File: src/logic/buck_fault_map.svh
// Purpose: register offsets, field positions and reset values of the buck configuration
//          word and the volatile fault status map
// Assumes: 32-bit AXI4-Lite data, one aligned word per register, byte address = 4 * index
// Notes:   fault offsets are register indices, not byte addresses
//
// Operation
// - buck sequencing disable at bit 24 resets to 1; write one clears it.
// - buck current limit at bit 23 resets to 0; 0 is 600 mA, 1 is 150 mA.
// - buck voltage select at bits 22-21 resets to 1; codes 3.3/5.0/4.0/5.7 V.
// - fault map decodes gate driver word at E0h and controller word at E2h.
// - fault map fields are read-only and follow the synchronised fault inputs after reset.
// - gate driver word bit 31 is the OR of fault bits, mirroring fault pin.
`ifndef BUCK_FAULT_MAP_SVH
`define BUCK_FAULT_MAP_SVH

// register indices and the byte address derived from them
`define GATE_FAULT_INDEX     10'h0e0
`define CTRL_FAULT_INDEX     10'h0e2
`define BUCK_CONFIG_INDEX    10'h000
`define BYTE_ADDR(idx)       {(idx), 2'b00}
`define ADDR_WIDTH           12

// buck configuration word fields
`define BUCK_PARITY_BIT      31
`define BUCK_SEQ_DIS_BIT     24
`define BUCK_CURRENT_LIMIT_SELECT_BIT          23
`define BUCK_SEL_HI          22
`define BUCK_SEL_LO          21
`define BUCK_CONFIG_RESET    32'h01200000

// gate driver fault word
`define GATE_SUMMARY_BIT     31
`define FAULT_WORD_RESET     32'h00000000

// bus answers
`define RESP_OKAY            2'b00
`define RESP_SLVERR          2'b10
`define RESP_DECERR          2'b11

`endif

File: src/logic/buck_fault_pkg.sv
// Purpose: shared types of the buck configuration and fault map block
// Assumes: constants live in buck_fault_map.svh
// Notes:   none
package buck_fault_pkg;

    // which register an address selects
    typedef enum logic [1:0] {
        sel_buck_config,
        sel_gate_fault,
        sel_ctrl_fault,
        sel_none
    } reg_sel_type;

endpackage

File: src/logic/level_sync.sv
// Purpose: two-flop synchroniser for a vector of independent level inputs
// Assumes: each bit is a slow level from outside the clock domain
// Notes:   first stage is read only by the second stage
`timescale 1ns/1ns
module level_sync #(
    parameter int WIDTH = 32
) (
    input  wire logic             aclk,
    input  wire logic             aresetn,
    input  wire logic [WIDTH-1:0] level_in,
    output logic      [WIDTH-1:0] level_out
);

    logic [WIDTH-1:0] stage_one;

    // one two-flop chain per bit
    genvar i;
    generate
        for (i = 0; i < WIDTH; i++) begin : g_bit
            always_ff @(posedge aclk) begin
                if (!aresetn) begin
                    stage_one[i] <= 1'b0;
                    level_out[i] <= 1'b0;
                end else begin
                    stage_one[i] <= level_in[i];
                    level_out[i] <= stage_one[i];
                end
            end
        end
    endgenerate

endmodule

File: src/logic/buck_config_and_fault_map.sv
// Purpose: AXI4-Lite register bank holding the buck regulator configuration word and
//          the read-only gate driver and controller fault status words
// Assumes: fault inputs are asynchronous levels; one write and one read at a time
// Notes:   writes to fault words answer SLVERR, unmapped addresses answer DECERR
//
// Decided for this implementation: register access over AXI4-Lite.
`timescale 1ns/1ns
`include "buck_fault_map.svh"
module buck_config_and_fault_map
    import buck_fault_pkg::*;
(
    input  wire logic                   aclk,
    input  wire logic                   aresetn,
    // write address channel
    input  wire logic [`ADDR_WIDTH-1:0] s_axi_awaddr,
    input  wire logic                   s_axi_awvalid,
    output logic                        s_axi_awready,
    // write data channel
    input  wire logic [31:0]            s_axi_wdata,
    input  wire logic [3:0]             s_axi_wstrb,
    input  wire logic                   s_axi_wvalid,
    output logic                        s_axi_wready,
    // write response channel
    output logic [1:0]                  s_axi_bresp,
    output logic                        s_axi_bvalid,
    input  wire logic                   s_axi_bready,
    // read address channel
    input  wire logic [`ADDR_WIDTH-1:0] s_axi_araddr,
    input  wire logic                   s_axi_arvalid,
    output logic                        s_axi_arready,
    // read data channel
    output logic [31:0]                 s_axi_rdata,
    output logic [1:0]                  s_axi_rresp,
    output logic                        s_axi_rvalid,
    input  wire logic                   s_axi_rready,
    // fault sources and indication
    input  wire logic [30:0]            gate_fault_in,
    input  wire logic [31:0]            controller_fault_in,
    output logic                        fault_indication_pin_n,
    // buck regulator controls
    output logic                        buck_sequencing_disable,
    output logic                        buck_current_limit_select,
    output logic [1:0]                  buck_voltage_select,
    output logic                        buck_parity
);

    // address decode shared by the write and read paths
    function automatic reg_sel_type decode_addr(input logic [`ADDR_WIDTH-1:0] addr);
        if (addr[`ADDR_WIDTH-1:2] == `BUCK_CONFIG_INDEX) begin
            return sel_buck_config;
        end else if (addr[`ADDR_WIDTH-1:2] == `GATE_FAULT_INDEX) begin
            return sel_gate_fault;
        end else if (addr[`ADDR_WIDTH-1:2] == `CTRL_FAULT_INDEX) begin
            return sel_ctrl_fault;
        end else begin
            return sel_none;
        end
    endfunction

    logic [31:0]            buck_regulator_config;
    logic [31:0]            gate_driver_fault_word;
    logic [31:0]            controller_fault_word;
    logic [30:0]            gate_fault_sync;
    logic [31:0]            ctrl_fault_sync;
    logic                   aw_held;
    logic                   w_held;
    logic [`ADDR_WIDTH-1:0] aw_addr;
    logic [31:0]            w_data;
    logic [3:0]             w_strb;
    logic                   do_write;
    reg_sel_type            write_sel;
    reg_sel_type            read_sel;
    logic [31:0]            next_config;

    // both fault sources cross into the clock domain here
    level_sync #(
        .WIDTH(31)
    ) u_gate_sync (
        .aclk     (aclk),
        .aresetn  (aresetn),
        .level_in (gate_fault_in),
        .level_out(gate_fault_sync)
    );

    level_sync #(
        .WIDTH(32)
    ) u_ctrl_sync (
        .aclk     (aclk),
        .aresetn  (aresetn),
        .level_in (controller_fault_in),
        .level_out(ctrl_fault_sync)
    );

    // fault words follow the synchronised sources, no bus path writes them
    always_ff @(posedge aclk) begin
        if (!aresetn) begin
            gate_driver_fault_word <= `FAULT_WORD_RESET;
            controller_fault_word  <= `FAULT_WORD_RESET;
        end else begin
            gate_driver_fault_word <= {|gate_fault_sync, gate_fault_sync};
            controller_fault_word  <= ctrl_fault_sync;
        end
    end

    // fault pin is driven low while the summary bit is set
    always_ff @(posedge aclk) begin
        if (!aresetn) begin
            fault_indication_pin_n <= 1'b1;
        end else begin
            fault_indication_pin_n <= ~(|gate_fault_sync);
        end
    end

    // write address and data are taken independently, response after both
    assign s_axi_awready = !aw_held && !s_axi_bvalid;
    assign s_axi_wready  = !w_held && !s_axi_bvalid;
    assign do_write      = aw_held && w_held && !s_axi_bvalid;
    assign write_sel     = decode_addr(aw_addr);

    // capture of the write address
    always_ff @(posedge aclk) begin
        if (!aresetn) begin
            aw_held <= 1'b0;
            aw_addr <= '0;
        end else if (s_axi_awvalid && s_axi_awready) begin
            aw_held <= 1'b1;
            aw_addr <= s_axi_awaddr;
        end else if (do_write) begin
            aw_held <= 1'b0;
        end
    end

    // capture of the write data
    always_ff @(posedge aclk) begin
        if (!aresetn) begin
            w_held <= 1'b0;
            w_data <= '0;
            w_strb <= '0;
        end else if (s_axi_wvalid && s_axi_wready) begin
            w_held <= 1'b1;
            w_data <= s_axi_wdata;
            w_strb <= s_axi_wstrb;
        end else if (do_write) begin
            w_held <= 1'b0;
        end
    end

    // byte-lane merge of the configuration word, sequencing bit is write-one-to-clear
    always_comb begin
        next_config = buck_regulator_config;
        for (int b = 0; b < 4; b++) begin
            if (w_strb[b]) begin
                next_config[b*8 +: 8] = w_data[b*8 +: 8];
            end
        end
        next_config[`BUCK_SEQ_DIS_BIT] = buck_regulator_config[`BUCK_SEQ_DIS_BIT]
                                         & ~(w_strb[`BUCK_SEQ_DIS_BIT/8]
                                             & w_data[`BUCK_SEQ_DIS_BIT]);
    end

    // configuration word storage
    // sequencing disable only ever falls here, reset is the one way to raise it again
    always_ff @(posedge aclk) begin
        if (!aresetn) begin
            buck_regulator_config <= `BUCK_CONFIG_RESET;
        end else if (do_write && write_sel == sel_buck_config) begin
            buck_regulator_config <= next_config;
        end
    end

    // write response: fault words refuse writes, unmapped space is a decode error
    always_ff @(posedge aclk) begin
        if (!aresetn) begin
            s_axi_bvalid <= 1'b0;
            s_axi_bresp  <= `RESP_OKAY;
        end else if (do_write) begin
            s_axi_bvalid <= 1'b1;
            if (write_sel == sel_buck_config) begin
                s_axi_bresp <= `RESP_OKAY;
            end else if (write_sel == sel_none) begin
                s_axi_bresp <= `RESP_DECERR;
            end else begin
                s_axi_bresp <= `RESP_SLVERR;
            end
        end else if (s_axi_bready) begin
            s_axi_bvalid <= 1'b0;
        end
    end

    // read path: one outstanding read, data registered one cycle after the address
    assign s_axi_arready = !s_axi_rvalid;
    assign read_sel      = decode_addr(s_axi_araddr);

    always_ff @(posedge aclk) begin
        if (!aresetn) begin
            s_axi_rvalid <= 1'b0;
            s_axi_rdata  <= '0;
            s_axi_rresp  <= `RESP_OKAY;
        end else if (s_axi_arvalid && s_axi_arready) begin
            s_axi_rvalid <= 1'b1;
            s_axi_rresp  <= `RESP_OKAY;
            if (read_sel == sel_buck_config) begin
                s_axi_rdata <= buck_regulator_config;
            end else if (read_sel == sel_gate_fault) begin
                s_axi_rdata <= gate_driver_fault_word;
            end else if (read_sel == sel_ctrl_fault) begin
                s_axi_rdata <= controller_fault_word;
            end else begin
                s_axi_rdata <= '0;
                s_axi_rresp <= `RESP_DECERR;
            end
        end else if (s_axi_rready) begin
            s_axi_rvalid <= 1'b0;
        end
    end

    // buck controls steered by the configuration word
    assign buck_sequencing_disable   = buck_regulator_config[`BUCK_SEQ_DIS_BIT];
    assign buck_current_limit_select = buck_regulator_config[`BUCK_CURRENT_LIMIT_SELECT_BIT];
    assign buck_voltage_select       = buck_regulator_config[`BUCK_SEL_HI:`BUCK_SEL_LO];
    assign buck_parity               = buck_regulator_config[`BUCK_PARITY_BIT];

endmodule

File: config.mk
export PLATFORM = sky130hd
export DESIGN_NAME = buck_config_and_fault_map
export DESIGN_NICKNAME = d
export VERILOG_FILES = /design/src/logic/buck_fault_pkg.sv /design/src/logic/level_sync.sv /design/src/logic/buck_config_and_fault_map.sv
export VERILOG_INCLUDE_DIRS = /design/src /design/src/logic
export SDC_FILE = /design/constraint.sdc
export NUM_CORES = 1
export LEC_CHECK = 0
export ABC_CLOCK_PERIOD_IN_PS = 2500
export BUFFER_PORTS_ARGS = -buffer_cell sky130_fd_sc_hd__buf_4
export CAP_MARGIN = 0
export CORE_MARGIN = 2
export CORE_UTILIZATION = 55
export DETAILED_ROUTE_END_ITERATION = 10
export GPL_TIMING_DRIVEN = 0
export PLACE_DENSITY_LB_ADDON = 0.1
export SYNTH_ARGS = -nofsm -noshare
export SYNTH_HDL_FRONTEND = slang
export SYNTH_SLANG_ARGS = --single-unit
File: constraint.sdc
create_clock -name aclk -period 2.5 [get_ports aclk]
set_input_delay 0.125 -clock aclk [delete_from_list [all_inputs] [get_ports aclk]]
set_output_delay 0.125 -clock aclk [all_outputs]
set_load 0.05 [all_outputs]
Word-level counts from Yosys, hierarchy flattened
Index checks and enable logic that the tools add are counted.
{"block": "totals", "register_bits": 311, "latch_bits": 0, "mem_bits_rw": 0, "romBits": 0, "inputBits": 130, "out_inout_bits": 47, "word_cells": 201, "memories": 0}
{"block": "op_classes", "add_sub_neg": 0, "multipliers": 0, "n_div": 0, "magnitude_cmp": 0, "eq_ne": 7, "shift": 0, "muxes": 21, "bitwise": 4, "reduce_logical": 25}
{"operator": "$mux W32", "n": 3}
{"operator": "$eq A10 B8 Y1 const B", "n": 4}
{"operator": "$reduce_or A31 Y1", "n": 1}
{"operator": "$logic_not A10 Y1", "n": 2}
{"operator": "$mux W2", "n": 8}
{"operator": "$mux W1", "n": 10}
{"operator": "$logic_and A1 B1 Y1", "n": 8}
{"operator": "$reduce_and A2 Y1", "n": 4}
{"operator": "$reduce_bool A2 Y1", "n": 4}
{"operator": "$eq A2 B2 Y1 const B", "n": 2}
{"operator": "$logic_not A1 Y1", "n": 4}
{"operator": "$logic_not A2 Y1", "n": 2}
{"operator": "$and A1 B1 Y1", "n": 2}
{"operator": "$eq A2 B1 Y1 const B", "n": 1}
{"operator": "$not A1 Y1", "n": 2}

Depth between registers and ports, before layout
Gate-level depths: netlist of the first run.
{"block": "logic_depth", "ltp_word": 8, "ltp_mapped": 6, "depth_no_buf": 4}

Modules after synthesis
From an unflattened synthesis of the first run, not the netlist that was laid out.
{"block": "unflattened", "hier_cells": 1047, "hier_area_um2": 10276.1}
{"mod": "buck_config_and_fault_map", "n_inst": 1, "cells_each": 783, "area_per_inst_um2": 6747.7, "seq_area_each_um2": 3643.5}
{"mod": "level_sync (u_ctrl_sync)", "n_inst": 1, "cells_each": 134, "area_per_inst_um2": 1791.7, "seq_area_each_um2": 1281.2}
{"mod": "level_sync (u_gate_sync)", "n_inst": 1, "cells_each": 130, "area_per_inst_um2": 1736.7, "seq_area_each_um2": 1241.2}

Worst setup path after synthesis of the first run
OpenSTA, ideal clock, no wires.
{"block": "synth_timing", "path_type": "reg2reg", "from": "register s_axi_bvalid", "to": "register w_data[10]", "setup_time_ns": 0.076, "t_arrival_ns": 2.223, "required_time_ns": 2.424, "slack_ns": 0.201, "stages_incl_launch_ff": 7, "path_buffers": 2, "period_less_slack_ns": 2.299, "path_cell_list": "dfxtp_1 > nor2_1 > and2_1 > clkbuf_1 > clkbuf_1 > nand2_1 > a21boi_0"}
{"block": "synth_between", "elab_chain_len": 3}
{"item": "start, declared", "line_no": "buck_config_and_fault_map.sv:25", "text": "output logic s_axi_bvalid,"}
{"item": "start signal, assigned", "line_no": "buck_config_and_fault_map.sv:174", "text": "s_axi_bvalid <= 1'b0;"}
{"item": "start signal, assigned", "line_no": "buck_config_and_fault_map.sv:177", "text": "s_axi_bvalid <= 1'b1;"}
{"item": "start signal, assigned", "line_no": "buck_config_and_fault_map.sv:186", "text": "s_axi_bvalid <= 1'b0;"}
{"item": "$logic_not A1 Y1", "line_no": "buck_config_and_fault_map.sv:116", "text": "assign s_axi_wready = !w_held && !s_axi_bvalid;"}
{"item": "$logic_and A1 B1 Y1", "line_no": "buck_config_and_fault_map.sv:116"}
{"item": "named net s_axi_wready", "line_no": "buck_config_and_fault_map.sv:22", "text": "output logic s_axi_wready,"}
{"item": "$logic_and A1 B1 Y1", "line_no": "buck_config_and_fault_map.sv:139", "text": "end else if (s_axi_wvalid && s_axi_wready) begin"}
{"item": "end signal, assigned", "line_no": "buck_config_and_fault_map.sv:141", "text": "w_data <= s_axi_wdata;"}
{"item": "end, declared", "line_no": "buck_config_and_fault_map.sv:68", "text": "logic [31:0] w_data;"}
The timed path passes the listed nets, and every way through them passes these cells.
A chain may end at the register's enable or synchronous reset.

Final worst setup path of the first run
{"block": "layout_timing", "from": "register aw_addr[11]", "to": "register buck_regulator_config[24]"}
{"block": "layout_between", "elab_chain_len": 6, "word_cells_on_any_way": 8, "classes_between": "2 x eq/ne; 3 x mux; 3 x reduce/logical"}
{"item": "start, declared", "line_no": "buck_config_and_fault_map.sv:67", "text": "logic [`ADDR_WIDTH-1:0] aw_addr;"}
{"item": "start signal, assigned", "line_no": "buck_config_and_fault_map.sv:127", "text": "aw_addr <= s_axi_awaddr;"}
{"item": "$eq A10 B8 Y1 (no source line)"}
{"item": "$mux W1", "line_no": "buck_config_and_fault_map.sv:53", "text": "end else if (addr[`ADDR_WIDTH-1:2] == `CTRL_FAULT_INDEX) begin"}
{"item": "$mux W2", "line_no": "buck_config_and_fault_map.sv:51", "text": "end else if (addr[`ADDR_WIDTH-1:2] == `GATE_FAULT_INDEX) begin"}
{"item": "$mux W2 *", "line_no": "buck_config_and_fault_map.sv:49", "text": "if (addr[`ADDR_WIDTH-1:2] == `BUCK_CONFIG_INDEX) begin"}
{"item": "$logic_not A2 Y1 *", "line_no": "buck_config_and_fault_map.sv:166", "text": "end else if (do_write && write_sel == sel_buck_config) begin"}
{"item": "$logic_and A1 B1 Y1 *", "line_no": "buck_config_and_fault_map.sv:166"}
{"item": "end signal, assigned", "line_no": "buck_config_and_fault_map.sv:165", "text": "buck_regulator_config <= `BUCK_CONFIG_RESET;"}
{"item": "end signal, assigned", "line_no": "buck_config_and_fault_map.sv:167", "text": "buck_regulator_config <= next_config;"}
{"item": "end, declared", "line_no": "buck_config_and_fault_map.sv:60", "text": "logic [31:0] buck_regulator_config;"}
Every way passes the cells marked *; elsewhere a longest branch is shown, timed or not.

==> qor.yml, run 1 <==
outcome:
  status: "completed"
synthesis:
  synth-main-ff-cell: "sky130_fd_sc_hd__dfxtp_1"
  mapped_area_mm2: 0.0105
  synthArstFlopShare_pct: 0
  synth_cells: 1064
  synth_cell_types: 36
  ys_seq_elements: 308
  syn_avg_cell_area_um2: 9.84
  synth_edf_count: 0
  ys_seq_area_share_pct: 58.9
  yosysWarnings: 0
  synthesized_nets: 1194
timing:
  max_slew_vio_count: 0
  slew_headroom_pct: 55.2
  report.final.hold_viol_count: 0
  transition_time_at_the_pin_with_the_least_slew_margin_ps: 671
  finalClockSkew_ps: 7.80
  fmaxAchievable_ghz: 0.493
  finalSetupTns_ps: 0
  min_period_over_period_pct: 81.2
  finalSetupViolations: 0
  post_route_minimum_period_ps: 2030
  whs_ps: 59.3
  rsz0062_at_grt: "no"
layout:
  post_route_cells_drive_above_1_share_pct: 19.4
  n_antenna_cell: 0
  layout.cells.most_common_list: "sky130_fd_sc_hd__dfxtp_1, sky130_fd_sc_hd__and2_1, sky130_fd_sc_hd__nand2_1"
  final_common_cell: "sky130_fd_sc_hd__dfxtp_1"
  layout.filler_cells: 1275
  layout-area-overhead-vs-synth_pct: 35.8
  nNetsFinal: 1511
power_and_ir_drop:
  power.sequential.fraction_pct: 48.5
  p_total_uw: 10600
  clockPowerShare_pct: 43.8
  power_switching_uw: 2270
  reported_leakage_power_uw: 0.00581
  switching_share_pct: 21.4
  worst_ir_drop_vdd_mv: 0.519
  power.combinational.fraction_pct: 7.7
  power-per-cell-area_mw_per_mm2: 748
  int_pwr_uw: 8370
cts:
  clkSinkCount: 308
  post_cts.repair.setup_buffers: 0
  numCtsBuffers: 30
  cts-root-to-sink-buffers: 3
  cts_htree_levels: 1
  cts-root-buf: "sky130_fd_sc_hd__clkbuf_16"
  cts_tree: "built"
  clkSlewWorstSetupHoldPaths_ps: 60
  worst_skew_pair.late_latency_ps: 540
grt:
  antenna_found_initial: 0
  first_global_vias: 7785
  grt_pass1_wl_um: 38600
  largest_net_degree_at_the_start_of_global_routing: 16
  globalRouteOverflowTotal: 0
  groute.usage.overall_pct: 24.1
setup_path:
  worstRegToRegCells: 5
  timing.critical_path.cells: "or4_1 -> nor4_4 -> buf_6 -> nand3_1 -> a21bo_2"
  timing.critical_path.to_type: "flip-flop"
  timing.critical_path.from_type: "flip-flop"
  timing.critical_path.depth: 5
  timing.setup.critical_path_class: "reg2reg"
  worst_endpoint_required_time_ps: 2940
  worst_path_dominant_cell_family: "simple AND/OR/NAND/NOR gates"
  cpPeakStageDelay_ps: 590
  crit_arrival_ps: 2470
  crit_slowest_cell: "sky130_fd_sc_hd__or4_1"
  critical_path_peak_fanout: 10
  buffers_inverters_on_critical_path: 1
drt:
  drtAntennaViolNets: 0
  detail_route.first_pass.iterations: 4
  initialDrtViolationCount: 399
  totalWireLength_um: 24600
  num_vias: 8156
  routed_via_density: 4.99
  detail_route.wl_per_cell_um: 15.1
  drc_violations_left: 0
floorplan:
  core-area_mm2: 0.0187
  initial_core_utilization_pct: 56.0
  die_area_mm2: 0.0202
  die_w_um: 142
  boundaryPins: 177
  die_y_um: 142
  placement_rows: 50
placed_design:
  finalWeightedCongestion: 0.825
  buffer_ports.inserted: 172
  detailedPlacementHpwl_um: 16600
min_path:
  class_of_the_worst_hold_path: "in2reg"
  hold_path_depth: 4
job:
  maxCapViolations: 0
## cell type report
cell class	instances	area, um^2	area share (%)
multi-input combinational	668	3930	27.6
clock inverter	11	198	1.39
timing repair buffer	285	2420	17.0
buffer	82	354	2.49
inverter	6	22.5	0.158
sequential	308	6170	43.4
clock buffer	40	838	5.90
tap	234	293	2.06
## path summary, 6_finish.rpt
kind | from | end | slack, ps
setup / recovery | aw_addr[11] | buck_regulator_config[24] | 470
hold / removal | s_axi_araddr[5] | s_axi_rdata[31] | 60
setup reg to reg | aw_addr[11] | buck_regulator_config[24] | 470
hold reg to reg | u_ctrl_sync.stage_one[5] | u_ctrl_sync.level_out[5] | 430
## repair_timing
| item | CTS | global route |
|---|---|---|
| endpoints found under the hold margin | 111 | 0 |
| hold buffers | 113 | 0 |
| gates resized for setup | 0 | 0 |
## state kept, by name, summed over array words and instances, names as in the netlist, 2 cells and up
signal                  count
buck_regulator_config      32
controller_fault_word      32
gate_driver_fault_word     32
s_axi_rdata                32
u_ctrl_sync.level_out      32
u_ctrl_sync.stage_one      32
w_data                     32
u_gate_sync.level_out      31
u_gate_sync.stage_one      31
aw_addr                    10
w_strb                      4
s_axi_bresp                 2
## metrics by stage
| stage | utilization (%) | instances | cell area, um^2 | worst slack, ps |
|---|---|---|---|---|
| after floorplan | - | 1064 | 10500 | 201 |
| after global placement | 64.4 | 1470 | 12100 | 364 |
| after detailed placement | 64.4 | 1470 | 12100 | 364 |
| after CTS | 76.0 | 1634 | 14200 | 439 |
| after global routing | 76.0 | 1634 | 14200 | 375 |
| final | 76.0 | 1634 | 14200 | 470 |
## kinds of logic after synthesis
logic type	share of synthesized area [%]
AO/OA/AOI/OAI	11.9
flip-flops	58.9
buffers and inverters	3.60
multiplexers	2.20
AND/OR/NAND/NOR	23.4
## cell usage after synthesis, types with 3 or more instances
master	number	area share, %
sky130_fd_sc_hd__a21boi_0	49	3.5
sky130_fd_sc_hd__nor4_1	7	0.42
sky130_fd_sc_hd__nand2b_1	3	0.18
sky130_fd_sc_hd__o21ai_0	36	1.7
sky130_fd_sc_hd__nor2_1	5	0.18
sky130_fd_sc_hd__nand2_2	3	0.18
sky130_fd_sc_hd__clkbuf_1	71	2.5
sky130_fd_sc_hd__o21ai_1	41	2.0
sky130_fd_sc_hd__o22ai_1	32	1.9
sky130_fd_sc_hd__buf_2	4	0.19
sky130_fd_sc_hd__nand2_1	181	6.5
sky130_fd_sc_hd__mux2i_1	23	2.2
sky130_fd_sc_hd__or3b_2	32	2.7
sky130_fd_sc_hd__nand3_1	3	0.14
sky130_fd_sc_hd__a22oi_1	32	2.3
sky130_fd_sc_hd__and2_1	193	12
sky130_fd_sc_hd__dfxtp_1	308	59
sky130_fd_sc_hd__nand4_1	9	0.54
sky130_fd_sc_hd__inv_1	6	0.22
sky130_fd_sc_hd__buf_4	3	0.22
sky130_fd_sc_hd__buf_6	4	0.43
## per-layer routing
metal / vias to the layer above / wire length, um / GRT usage [%]
met4: 0 / 664 / 7.16
met1: 3706 / 11000 / 31.2
li1: 4161 / - / -
met2: 239 / 11700 / 42.0
met3: 50 / 1270 / 3.73
met5: - / 0 / 0
## power groups by stage
stage | clock network (uW) | registers [uW] | logic, uW
after floorplan | 0 | 5260 | 363
after global placement | 0 | 5260 | 651
after detailed placement | 0 | 5270 | 664
after CTS | 4710 | 5160 | 808
after global routing | 4920 | 5180 | 899
final | 4660 | 5160 | 819
## worst min-delay path: cells and delay by family
family | cells | cell delay (ps)
AO/OA/AOI/OAI | 2 | 270
buffers and inverters | 1 | 90
AND/OR/NAND/NOR | 1 | 60
No activity file was read; power rests on OpenSTA's default activity.
==> inputs of run 2 (changes only) <==
Settings changed: ABC_CLOCK_PERIOD_IN_PS 2500 to 1860, CORE_UTILIZATION 55 to 50.
Clock period 2.5 ns to 1.86 ns, I/O delays scaled along.
==> qor.yml, run 2 (synthesis gave the netlist of run 1 again) <==
outcome:
  status: "completed"
timing:
  fmaxAchievable_ghz: 0.545  # +11%
  finalClockSkew_ps: 6.54  # -1.26 ps
  transition_time_at_the_pin_with_the_least_slew_margin_ps: 692  # +20.6 ps
  slew_headroom_pct: 53.9  # -1.4 points
  finalWorstSetupSlack_ps: 25.8  # -444 ps
  finalSetupViolations: 0  # unchanged
  max_slew_vio_count: 0  # unchanged
  rsz0062_at_grt: "yes"
  whs_ps: 40.5  # -18.8 ps
  post_route_minimum_period_ps: 1830  # -196 ps
  report.final.hold_viol_count: 0  # unchanged
  finalSetupTns_ps: 0  # unchanged
  min_period_over_period_pct: 98.6  # +17 points
drt:
  routed_via_density: 4.85  # -2.9%
  detail_route.wl_per_cell_um: 14.7  # -2.5%
  drc_violations_left: 0  # unchanged
  initialDrtViolationCount: 393  # -1.5%
  detail_route.first_pass.iterations: 5  # +1
  drtAntennaViolNets: 0  # unchanged
  num_vias: 8131  # -0.31%
  totalWireLength_um: 24700  # +0.17%
setup_path:
  timing.critical_path.to_type: "flip-flop"
  worst_endpoint_required_time_ps: 2300  # -640 ps
  critical_path_peak_fanout: 9  # -1
  timing.setup.critical_path_class: "reg2reg"
  timing.critical_path.from_type: "flip-flop"
  crit_arrival_ps: 2270  # -200 ps
floorplan:
  initial_core_utilization_pct: 51.4  # -4.6 points
  boundaryPins: 177  # unchanged
  die_w_um: 149  # +4.7%
  placement_rows: 52  # +4.0%
  die_area_mm2: 0.0221  # +9.7%
  die_y_um: 149  # +4.7%
  core-area_mm2: 0.0204  # +8.9%
grt:
  grt_pass1_wl_um: 39400  # +2.1%
  largest_net_degree_at_the_start_of_global_routing: 16  # unchanged
  globalRouteOverflowTotal: 0  # unchanged
  first_global_vias: 8046  # +3.4%
  groute.usage.overall_pct: 22.2  # -1.9 points
  antenna_found_initial: 0  # unchanged
placed_design:
  finalWeightedCongestion: 0.845  # +2.5%
  detailedPlacementHpwl_um: 17100  # +3.1%
  dp.cells: 1506  # +2.4%
  dpl-instance-area_mm2: 0.0121  # +0.46%
  worst_slack_after_detailed_placement_ps: -217  # -580 ps
  buffer_ports.inserted: 172  # unchanged
power_and_ir_drop:
  reported_leakage_power_uw: 0.00587  # +1.1%
  worst_ir_drop_vdd_mv: 0.688  # +33%
  power-per-cell-area_mw_per_mm2: 1010  # +36%
job:
  maxCapViolations: 0  # unchanged
cts:
  clkSlewWorstSetupHoldPaths_ps: 60  # about the same
  numCtsBuffers: 30  # unchanged
  cts-root-buf: "sky130_fd_sc_hd__clkbuf_16"
  worst_skew_pair.late_latency_ps: 540  # about the same
  cts_htree_levels: 1  # unchanged
  cts-root-to-sink-buffers: 3  # unchanged
  cts_tree: "built"
  clkSinkCount: 308  # unchanged
layout:
  final_area_mm2: 0.0144  # +1.3%
  post_route_cells_drive_above_1_share_pct: 20.7  # +1.4 points
  instances_no_fill: 1678  # +2.7%
  layout.filler_cells: 1596  # +25%
  n_antenna_cell: 0  # unchanged
  layout.cells.most_common_list: "sky130_fd_sc_hd__dfxtp_1, sky130_fd_sc_hd__and2_1, sky130_fd_sc_hd__nand2_1"
  nNetsFinal: 1514  # +0.20%
  layout-area-overhead-vs-synth_pct: 37.6
  final_common_cell: "sky130_fd_sc_hd__dfxtp_1"
min_path:
  class_of_the_worst_hold_path: "in2reg"
==> run 2: metal layers <==
metal  up-vias  GRT usage, %  part of all wire, %
li1       4170             -                    -
met1      3692          27.8                   43
met2       225          39.3                   48
met3        44          4.42                  6.3
met4         0          5.90                  2.3
met5         -             0                    0
==> run 2: metrics by stage <==
| step | power [uW] | util, % |
|---|---|---|
| detailed placement | 7980 | 59.5 |
| global route | 15100 | 70.7 |
| finish | 14600 | 70.7 |
| floorplan | 7570 | - |
| global placement | 7960 | 59.5 |
| CTS | 14700 | 70.5 |
==> run 2: worst max-delay path, cell delays in order (launching register included) <==
cell	delay, ps
sky130_fd_sc_hd__dfxtp_2	320
sky130_fd_sc_hd__or4_4	550
sky130_fd_sc_hd__nor4_4	290
sky130_fd_sc_hd__buf_6	170
sky130_fd_sc_hd__buf_8	130
sky130_fd_sc_hd__nand3_2	70
sky130_fd_sc_hd__a21bo_2	210
==> run 2: repair_timing <==
| action | CTS | global route |
|---|---|---|
| buffers inserted | 1 | 2 |
| setup endpoints to repair | 32 | 56 |
| pin swaps | 1 | 0 |
| hold buffers | 113 | 0 |
| cloned | 0 | 0 |
| endpoints found under the hold margin | 111 | 0 |
| resized for setup | 2 | 19 |
==> run 2: final cells by class <==
| type | instances | area, um^2 | area share, % |
|---|---|---|---|
| inverter | 6 | 22.5 | 0.156 |
| multi-input combinational | 668 | 3950 | 27.4 |
| tap | 270 | 338 | 2.34 |
| clock inverter | 18 | 255 | 1.77 |
| sequential | 308 | 6170 | 42.8 |
| clock buffer | 38 | 852 | 5.91 |
| buffer | 82 | 368 | 2.55 |
| timing repair buffer | 288 | 2450 | 17.0 |
==> run 2: path summary, 6_finish.rpt <==
check,start,end,slack (ps),cells past startpoint
setup / recovery,aw_addr[11],buck_regulator_config[24],30,6
setup reg to reg,aw_addr[11],buck_regulator_config[24],30,6
hold reg to reg,u_ctrl_sync.level_out[9],controller_fault_word[9],420,1
hold / removal,s_axi_araddr[5],s_axi_rdata[0],40,4
==> run 2: where the power goes <==
part           total [uW]  switching, uW  internal, uW  leakage, uW
Combinational        1110            532           574      0.00281
Sequential           6930           92.9          6840      0.00252
Clock                6570           2500          4070     0.000541
